===== src/hw/rif_pkg.sv =====
package rif_pkg;
    // frame constants
    localparam logic [7:0] DELIM = 8'h7E;
    localparam logic [7:0] TYPE_STD = 8'h90;
    localparam logic [7:0] TYPE_EXP = 8'h91;
    localparam logic [7:0] CSUM_BASE = 8'hFF;
    // header sizes in bytes, delimiter through the last fixed field
    localparam int HDR_STD = 15;
    localparam int HDR_EXP = 21;
    localparam int HB_W = HDR_EXP * 8;
    // byte offsets
    localparam int OFS_LEN = 1;
    localparam int OFS_TYPE = 3;
    localparam int OFS_ADDR64 = 4;
    localparam int OFS_ADDR16 = 12;
    localparam int OFS_OPT_STD = 14;
    localparam int OFS_SRC_EP = 14;
    localparam int OFS_DST_EP = 15;
    localparam int OFS_CLUSTER = 16;
    localparam int OFS_PROFILE = 18;
    localparam int OFS_OPT_EXP = 20;
    // option byte bit positions
    localparam int OPT_ACK = 0;
    localparam int OPT_BCAST = 1;
    localparam int OPT_SECURE = 4;
    localparam int OPT_APS = 5;
    localparam int OPT_END_DEV = 6;
    localparam int OPT_DM_LSB = 6;
    localparam int OPT_DM_MSB = 7;
    // api_output_options bits
    localparam int AO_ZDO_BIT = 0;
    localparam int AO_EXPLICIT_BIT = 1;
    // apb register map
    localparam logic [7:0] REG_CTRL = 8'h00;
    localparam logic [7:0] REG_STATUS = 8'h04;
    localparam logic [7:0] REG_COUNT = 8'h08;
    localparam int CTRL_EN_BIT = 8;
    localparam logic [31:0] CTRL_RST = 32'h00000000;
    localparam int ST_BUSY_BIT = 0;
    localparam int ST_PAY_BIT = 1;
    localparam int ST_EXP_BIT = 2;

    typedef struct packed {
        logic acked;
        logic broadcast;
        logic secure;
        logic aps_enc;
        logic end_dev;
        logic [1:0] mesh_method;
    } rif_rx_opt_t;

    typedef struct packed {
        logic [63:0] addr64;
        logic [15:0] addr16;
        logic [7:0] src_ep;
        logic [7:0] dst_ep;
        logic [15:0] cluster;
        logic [15:0] profile;
        rif_rx_opt_t opt;
        logic zdo;
        logic [15:0] pay_len;
    } rif_rx_hdr_t;

    typedef enum logic [1:0] {ST_IDLE, ST_HDR, ST_PAY, ST_SUM} rif_state_t;
endpackage


===== src/hw/rif_framer.sv =====
// small payload buffer, registered input ready
module rif_fifo #(
    parameter int W = 8,
    parameter int D = 4
) (
    input wire logic clk,
    input wire logic rst_n,
    input wire logic in_valid,
    input wire logic [W-1:0] in_data,
    output logic in_ready,
    output logic out_valid,
    input wire logic out_ready,
    output logic [W-1:0] out_data
);
    localparam int AW = (D > 1) ? $clog2(D) : 1;
    localparam int CW = $clog2(D + 1);
    logic [W-1:0] mem [0:D-1];
    logic [AW-1:0] wp_r;
    logic [AW-1:0] rp_r;
    logic [CW-1:0] cnt_r;
    logic [CW-1:0] cnt_nxt;
    logic push;
    logic pop;

    assign push = in_valid && in_ready;
    assign pop = out_valid && out_ready;
    assign out_valid = (cnt_r != '0);
    assign out_data = mem[rp_r];

    // occupancy, ready registered from next count
    always_comb begin
        cnt_nxt = cnt_r;
        if (push && !pop) begin
            cnt_nxt = CW'(cnt_r + 1'b1);
        end else if (pop && !push) begin
            cnt_nxt = CW'(cnt_r - 1'b1);
        end
    end

    always_ff @(posedge clk or negedge rst_n) begin
        if (!rst_n) begin
            cnt_r <= '0;
            in_ready <= 1'b0;
        end else begin
            cnt_r <= cnt_nxt;
            in_ready <= (cnt_nxt < CW'(D));
        end
    end

    // pointers wrap at depth, not at a power of two
    always_ff @(posedge clk or negedge rst_n) begin
        if (!rst_n) begin
            wp_r <= '0;
            rp_r <= '0;
        end else begin
            if (push) begin
                wp_r <= (wp_r == AW'(D - 1)) ? '0 : AW'(wp_r + 1'b1);
            end
            if (pop) begin
                rp_r <= (rp_r == AW'(D - 1)) ? '0 : AW'(rp_r + 1'b1);
            end
        end
    end

    // storage needs no reset
    always_ff @(posedge clk) begin
        if (push) begin
            mem[wp_r] <= in_data;
        end
    end
endmodule

// receive indication framer with apb control
module rif_framer #(
    parameter int FIFO_DEPTH = 4
) (
    input wire logic pclk,
    input wire logic presetn,
    input wire logic psel,
    input wire logic penable,
    input wire logic pwrite,
    input wire logic [7:0] paddr,
    input wire logic [31:0] pwdata,
    output logic [31:0] prdata,
    output logic pready,
    output logic pslverr,
    input wire logic hdr_valid,
    input wire rif_pkg::rif_rx_hdr_t hdr,
    output logic hdr_ready,
    input wire logic pay_valid,
    input wire logic [7:0] pay_data,
    output logic pay_ready,
    output logic [7:0] ser_data,
    output logic ser_valid,
    input wire logic ser_ready
);
    logic [31:0] ctrl_r;
    logic [15:0] count_r;
    rif_pkg::rif_state_t state_r;
    rif_pkg::rif_state_t state_nxt;
    logic [rif_pkg::HB_W-1:0] hb_r;
    logic [4:0] idx_r;
    logic [4:0] last_r;
    logic [15:0] left_r;
    logic [7:0] sum_r;
    logic exp_r;
    logic accept;
    logic slot;
    logic emit;
    logic [7:0] emit_byte;
    logic pop;
    logic f_valid;
    logic [7:0] f_data;
    logic [7:0] api_output_options;
    logic use_exp;
    logic setup;
    logic wr;

    assign api_output_options = ctrl_r[7:0];
    // bit1 selects explicit; bit0 routes device-object answers explicitly
    assign use_exp = api_output_options[rif_pkg::AO_EXPLICIT_BIT]
        || (hdr.zdo && api_output_options[rif_pkg::AO_ZDO_BIT]);
    assign accept = hdr_valid && hdr_ready;
    assign slot = !ser_valid || ser_ready;
    assign setup = psel && !penable;
    assign wr = psel && penable && pready && pwrite;

    // build the fixed header, high byte first throughout
    function automatic logic [rif_pkg::HB_W-1:0] build(input rif_pkg::rif_rx_hdr_t h,
                                                       input logic ex);
        logic [rif_pkg::HB_W-1:0] b;
        logic [15:0] len;
        logic [7:0] o;
        b = '0;
        o = 8'h00;
        len = 16'(h.pay_len + 16'(ex ? rif_pkg::HDR_EXP : rif_pkg::HDR_STD)
            - 16'(rif_pkg::OFS_TYPE));
        b[0 +: 8] = rif_pkg::DELIM;
        b[rif_pkg::OFS_LEN*8 +: 16] = {len[7:0], len[15:8]};
        b[rif_pkg::OFS_TYPE*8 +: 8] = ex ? rif_pkg::TYPE_EXP : rif_pkg::TYPE_STD;
        for (int k = 0; k < 8; k++) begin
            b[(rif_pkg::OFS_ADDR64 + k)*8 +: 8] = h.addr64[63 - 8*k -: 8];
        end
        b[rif_pkg::OFS_ADDR16*8 +: 16] = {h.addr16[7:0], h.addr16[15:8]};
        // reserved bits 2 and 3 stay zero; end_dev is ORed with mesh_method[0] into bit 6
        o[rif_pkg::OPT_ACK] = h.opt.acked;
        o[rif_pkg::OPT_BCAST] = h.opt.broadcast;
        o[rif_pkg::OPT_SECURE] = h.opt.secure;
        o[rif_pkg::OPT_APS] = h.opt.aps_enc;
        o[rif_pkg::OPT_DM_MSB:rif_pkg::OPT_DM_LSB] = h.opt.mesh_method;
        o[rif_pkg::OPT_END_DEV] = o[rif_pkg::OPT_END_DEV] | h.opt.end_dev;
        if (ex) begin
            b[rif_pkg::OFS_SRC_EP*8 +: 8] = h.src_ep;
            b[rif_pkg::OFS_DST_EP*8 +: 8] = h.dst_ep;
            b[rif_pkg::OFS_CLUSTER*8 +: 16] = {h.cluster[7:0], h.cluster[15:8]};
            b[rif_pkg::OFS_PROFILE*8 +: 16] = {h.profile[7:0], h.profile[15:8]};
            b[rif_pkg::OFS_OPT_EXP*8 +: 8] = o;
        end else begin
            b[rif_pkg::OFS_OPT_STD*8 +: 8] = o;
        end
        return b;
    endfunction

    // sequencer: header bytes, payload from the buffer, then checksum
    always_comb begin
        state_nxt = state_r;
        emit = 1'b0;
        emit_byte = 8'h00;
        pop = 1'b0;
        case (state_r)
            rif_pkg::ST_IDLE: begin
                if (accept) begin
                    state_nxt = rif_pkg::ST_HDR;
                end
            end
            rif_pkg::ST_HDR: begin
                if (slot) begin
                    emit = 1'b1;
                    emit_byte = hb_r[idx_r*8 +: 8];
                    if (idx_r == last_r) begin
                        state_nxt = (left_r != '0) ? rif_pkg::ST_PAY : rif_pkg::ST_SUM;
                    end
                end
            end
            rif_pkg::ST_PAY: begin
                if (slot && f_valid) begin
                    emit = 1'b1;
                    pop = 1'b1;
                    emit_byte = f_data;
                    if (left_r == 16'h0001) begin
                        state_nxt = rif_pkg::ST_SUM;
                    end
                end
            end
            rif_pkg::ST_SUM: begin
                if (slot) begin
                    emit = 1'b1;
                    emit_byte = 8'(rif_pkg::CSUM_BASE - sum_r);
                    state_nxt = rif_pkg::ST_IDLE;
                end
            end
            default: begin
                state_nxt = rif_pkg::ST_IDLE;
            end
        endcase
    end

    // frame state
    always_ff @(posedge pclk or negedge presetn) begin
        if (!presetn) begin
            state_r <= rif_pkg::ST_IDLE;
            hb_r <= '0;
            idx_r <= '0;
            last_r <= '0;
            left_r <= '0;
            exp_r <= 1'b0;
        end else begin
            state_r <= state_nxt;
            if (accept) begin
                hb_r <= build(hdr, use_exp);
                idx_r <= '0;
                last_r <= 5'(use_exp ? rif_pkg::HDR_EXP - 1 : rif_pkg::HDR_STD - 1);
                left_r <= hdr.pay_len;
                exp_r <= use_exp;
            end else begin
                if (emit && state_r == rif_pkg::ST_HDR) begin
                    idx_r <= 5'(idx_r + 1'b1);
                end
                if (pop) begin
                    left_r <= 16'(left_r - 1'b1);
                end
            end
        end
    end

    // running sum covers type byte through last payload byte
    always_ff @(posedge pclk or negedge presetn) begin
        if (!presetn) begin
            sum_r <= 8'h00;
        end else if (accept) begin
            sum_r <= 8'h00;
        end else if (emit && state_r != rif_pkg::ST_SUM
                     && (state_r == rif_pkg::ST_PAY || idx_r >= 5'(rif_pkg::OFS_TYPE))) begin
            sum_r <= 8'(sum_r + emit_byte);
        end
    end

    // serial output holds its byte until the host takes it
    always_ff @(posedge pclk or negedge presetn) begin
        if (!presetn) begin
            ser_valid <= 1'b0;
            ser_data <= 8'h00;
        end else if (emit) begin
            ser_valid <= 1'b1;
            ser_data <= emit_byte;
        end else if (ser_ready) begin
            ser_valid <= 1'b0;
        end
    end

    // new header only when idle and enabled; one frame per packet
    always_ff @(posedge pclk or negedge presetn) begin
        if (!presetn) begin
            hdr_ready <= 1'b0;
        end else begin
            hdr_ready <= (state_nxt == rif_pkg::ST_IDLE) && !accept
                && ctrl_r[rif_pkg::CTRL_EN_BIT];
        end
    end

    // payload may run ahead of the header, up to the buffer depth
    rif_fifo #(.W(8), .D(FIFO_DEPTH)) u_fifo (
        .clk(pclk),
        .rst_n(presetn),
        .in_valid(pay_valid),
        .in_data(pay_data),
        .in_ready(pay_ready),
        .out_valid(f_valid),
        .out_ready(pop),
        .out_data(f_data)
    );

    // control register; a write to the counter clears it
    always_ff @(posedge pclk or negedge presetn) begin
        if (!presetn) begin
            ctrl_r <= rif_pkg::CTRL_RST;
        end else if (wr && paddr == rif_pkg::REG_CTRL) begin
            ctrl_r <= pwdata & 32'h000001FF;
        end
    end

    // completed frames; a clear in the same cycle as a count leaves the count at one
    always_ff @(posedge pclk or negedge presetn) begin
        if (!presetn) begin
            count_r <= 16'h0000;
        end else if (emit && state_r == rif_pkg::ST_SUM) begin
            count_r <= (wr && paddr == rif_pkg::REG_COUNT) ? 16'h0001 : 16'(count_r + 1'b1);
        end else if (wr && paddr == rif_pkg::REG_COUNT) begin
            count_r <= 16'h0000;
        end
    end

    // apb: zero wait, read data latched in the setup cycle
    always_ff @(posedge pclk or negedge presetn) begin
        if (!presetn) begin
            prdata <= 32'h00000000;
            pslverr <= 1'b0;
            pready <= 1'b0;
        end else begin
            pready <= 1'b1;
            if (setup) begin
                pslverr <= 1'b0;
                case (paddr)
                    rif_pkg::REG_CTRL: prdata <= ctrl_r;
                    rif_pkg::REG_STATUS: prdata <= {29'h0, exp_r,
                        state_r == rif_pkg::ST_PAY, state_r != rif_pkg::ST_IDLE};
                    rif_pkg::REG_COUNT: prdata <= {16'h0000, count_r};
                    default: begin
                        prdata <= 32'h00000000;
                        pslverr <= 1'b1;
                    end
                endcase
            end
        end
    end
endmodule


===== config.mk =====
export PLATFORM = sky130hd
export DESIGN_NAME = rif_framer
export DESIGN_NICKNAME = d
export VERILOG_FILES = /design/src/hw/rif_pkg.sv /design/src/hw/rif_framer.sv
export SDC_FILE = /design/constraint.sdc
export NUM_CORES = 1
export LEC_CHECK = 0
export BUFFER_PORTS_ARGS = -buffer_cell sky130_fd_sc_hd__buf_2
export CAP_MARGIN = 20
export CELL_PAD_IN_SITES_DETAIL_PLACEMENT = 1
export CELL_PAD_IN_SITES_GLOBAL_PLACEMENT = 1
export CORE_MARGIN = 8
export CORE_UTILIZATION = 46
export DETAILED_ROUTE_END_ITERATION = 10
export PLACE_DENSITY_LB_ADDON = 0.1
export SLEW_MARGIN = 20
export SYNTH_ARGS = -nofsm -noshare
export SYNTH_HDL_FRONTEND = slang
export SYNTH_SLANG_ARGS = --single-unit

===== constraint.sdc =====
create_clock -name pclk -period 6.8 [get_ports pclk]
set_input_delay 0.68 -clock pclk [delete_from_list [all_inputs] [get_ports pclk]]
set_output_delay 0.68 -clock pclk [all_outputs]
set_load 0.03 [all_outputs]

==> metrics.txt <==
synthesized area 13390 µm²; Compound-Gate Fraction of Synth Area 6.857%; kind of critical path register to register; detailed-route vias per instance 5.385; grt ovf 0; fin crit share 66.00%; Vias 10500; Hold Fails Final Rpt 0; Yosys cell types 61; row count 62; Area Growth Syn to Fin 17.75%; VDD IR max 230.0 µV; post-route cell area 15770 µm²; GR Util met2 37.02%; ys async rst share 88.45%; Place WS 2.285 ns; slew margin rel. 39.08%; fill count 3309; antenna viol nets, final 0; met1 GRT Util 28.83%; top-count cell post-synth nand2_1; drt wl/cell 19.84 µm; PnR worst setup slack 2.312 ns; XOR/XNOR Fraction of Synth Area 3.335%; flops & latches, synth 277; pwr dens 323.6 nW/µm²; Yosys top cell by area dfrtp_1; Syn Inst Count 1364; GR peak layer met2; die area 34830 µm²; synth cell count leaders nand2_1 (469), dfrtp_1 (245), nand3_1 (68); top_reg_cell synth dfrtp_1; Hold Path Class input port to asynchronous set/reset pin; DRT iter0 DRCs 680; Critical Path End Type register; Final Skew 0.01198 ns; setup bufs post-CTS 0; Synth area leaders dfrtp_1 (46%), nand2_1 (13%), edfxtp_1 (7.2%); largest family of logic cells by synthesized area simple AND/OR/NAND/NOR gates; post-cts sizing count 0; placed standard-cell area 14660 µm²; Slew Limit Fails 0; Final min period 4.488 ns; max cap viols 0; H-tree Lvls 1; CP Data Arrival Time 4.92 ns; startpoint types register; Starting Density 46.67%; status complete, no violations; I/O pins 253; fin nets 1778; Simple-Gate Fraction of Synth Area 20.92%; Worst R2R Path Depth 14; synthesized-area fraction occupied by adder cells 2.858%; cts-stage hold buffer count 0; Port Buffers 213; global placement routability congestion 0.8038; gr usage total 22.04%; Req. time, crit path 7.23 ns; unrepaired setup endpoints after global routing no; met3 Usage GRT 3.990%; mux share of post-synthesis cell area 9.435%; vias in the first global route 11620; Worst-Skew Late Latency 0.55 ns; Pre-Repair DR Iteration Count 4; CTS Buf Count 31; WL final 38680 µm; synthesized area per cell 9.820 µm²; CTS max path bufs 3; DRC 0; Die H 186.6 µm; Fmax 222.8 MHz; layout cells sized above 1 21.10%; worst-margin pin slew 0.9138 ns; clock sinks 277; Fin Setup TNS 0 ns; Critical Path Fanout Max 28; width of the chip 186.6 µm; initial antenna violation count 0; DP Wirelength 26930 µm; Yosys top cell area share 45.77%; EDFF count, synth 32; largest net degree at the start of global routing 134; Final setup viols 0; Synth Warn # 0; core area 28700 µm²; Clk Tree Root Cell clkbuf_16; worst hold margin 0.1783 ns; CTS clock-pin slew for the worst setup and hold paths 0.06 ns; sequential area share after synthesis 52.95%; leakage 0.007742 µW; first-pass GRT wire length 62760 µm; CTS tree done
[cells by family after synthesis]
| logic type | Yosys count |
|---|---|
| simple gates | 672 |
| xor+xnor | 51 |
| compound gates | 148 |
| mux | 76 |
| fa+ha+maj | 30 |
| other cells | 2 |
| buf+inv | 108 |
| flops | 277 |
[per-stage QoR]
step	utilization (%)	total power, µW	cells
after floorplan	-	2969	1379
after global routing	54.94	5361	1948
after detailed placement	51.09	3364	1890
after global placement	51.09	3295	1890
final	54.95	5104	1949
after CTS	54.84	5152	1947
[where the power goes]
group          switching [µW]  internal [µW]  leakage [µW]  total, µW
Sequential                248           1860       0.00361       2110
Clock                     683           1090      0.000529       1770
Combinational             686            533       0.00361       1220
Total                    1620           3490       0.00774       5100
[layout make-up]
cell class	count	area, µm²	area share (%)
sequential	277	7097	45.00
multi-input combinational	994	5888	37.33
timing repair buffer	221	1169	7.410
clock buffer	39	835.8	5.299
tap	384	480.5	3.046
clock inverter	18	242.7	1.539
inverter	15	56.30	0.3570
antenna	1	2.502	0.01587
[final timing paths]
path / start / end / slack [ns]
worst max-delay path: idx_r[0]$_DFFE_PN0P_ / sum_r[7]$_DFFE_PN0P_ / 2.31
worst min-delay path: presetn / hb_r[65]$_DFFE_PN0P_ / 0.18
worst max register to register: idx_r[0]$_DFFE_PN0P_ / sum_r[7]$_DFFE_PN0P_ / 2.31
worst min register to register: hb_r[115]$_DFFE_PN0P_ / hb_r[115]$_DFFE_PN0P_ / 0.46
max in group asynchronous: presetn / idx_r[0]$_DFFE_PN0P_ / 5.33
min in group pclk: hdr[115] / hb_r[67]$_DFFE_PN0P_ / 0.32
[metal layers]
layer / up-vias / part of all wire (%)
met3: 61 / 5.0
met1: 5233 / 44
li1: 4925 / -
met2: 276 / 48
met4: 0 / 3.0
met5: - / 0
[registers in the layout, indices dropped and copies added (netlist names), 3 cells and up]
signal and count:
count_r 16, ctrl_r 9, left_r 16, idx_r 5
hb_r 151, ser_data 8, sum_r 8, u_fifo.mem 32
u_fifo.cnt_r 3, prdata 16
[layout by cell type (no fill, tap or decap), drive strengths merged, types with 14 or more instances in the layout]
cell	instances
nand2	469
a21oi	28
mux2i	25
ha	29
o21ai	57
inv	14
xnor2	35
clkbuf	39
xor2	16
edfxtp	32
nor2	68
conb	17
buf	221
mux4	39
nand3	68
dfrtp	245
[critical path, cell delays in order (launching register included)]
cell and delay, ns:
dfrtp_4 0.79, buf_4 0.51, mux4_2 0.60, mux2i_1 0.24, a22oi_1 0.13, nand3_1 0.18
o211ai_1 0.19, ha_1 0.33, a21oi_1 0.15, nor2b_1 0.08, a311oi_1 0.41, a21oi_1 0.15
xnor2_1 0.26, a21oi_1 0.11, a31o_1 0.22
Power figures use the tool's default switching activity.
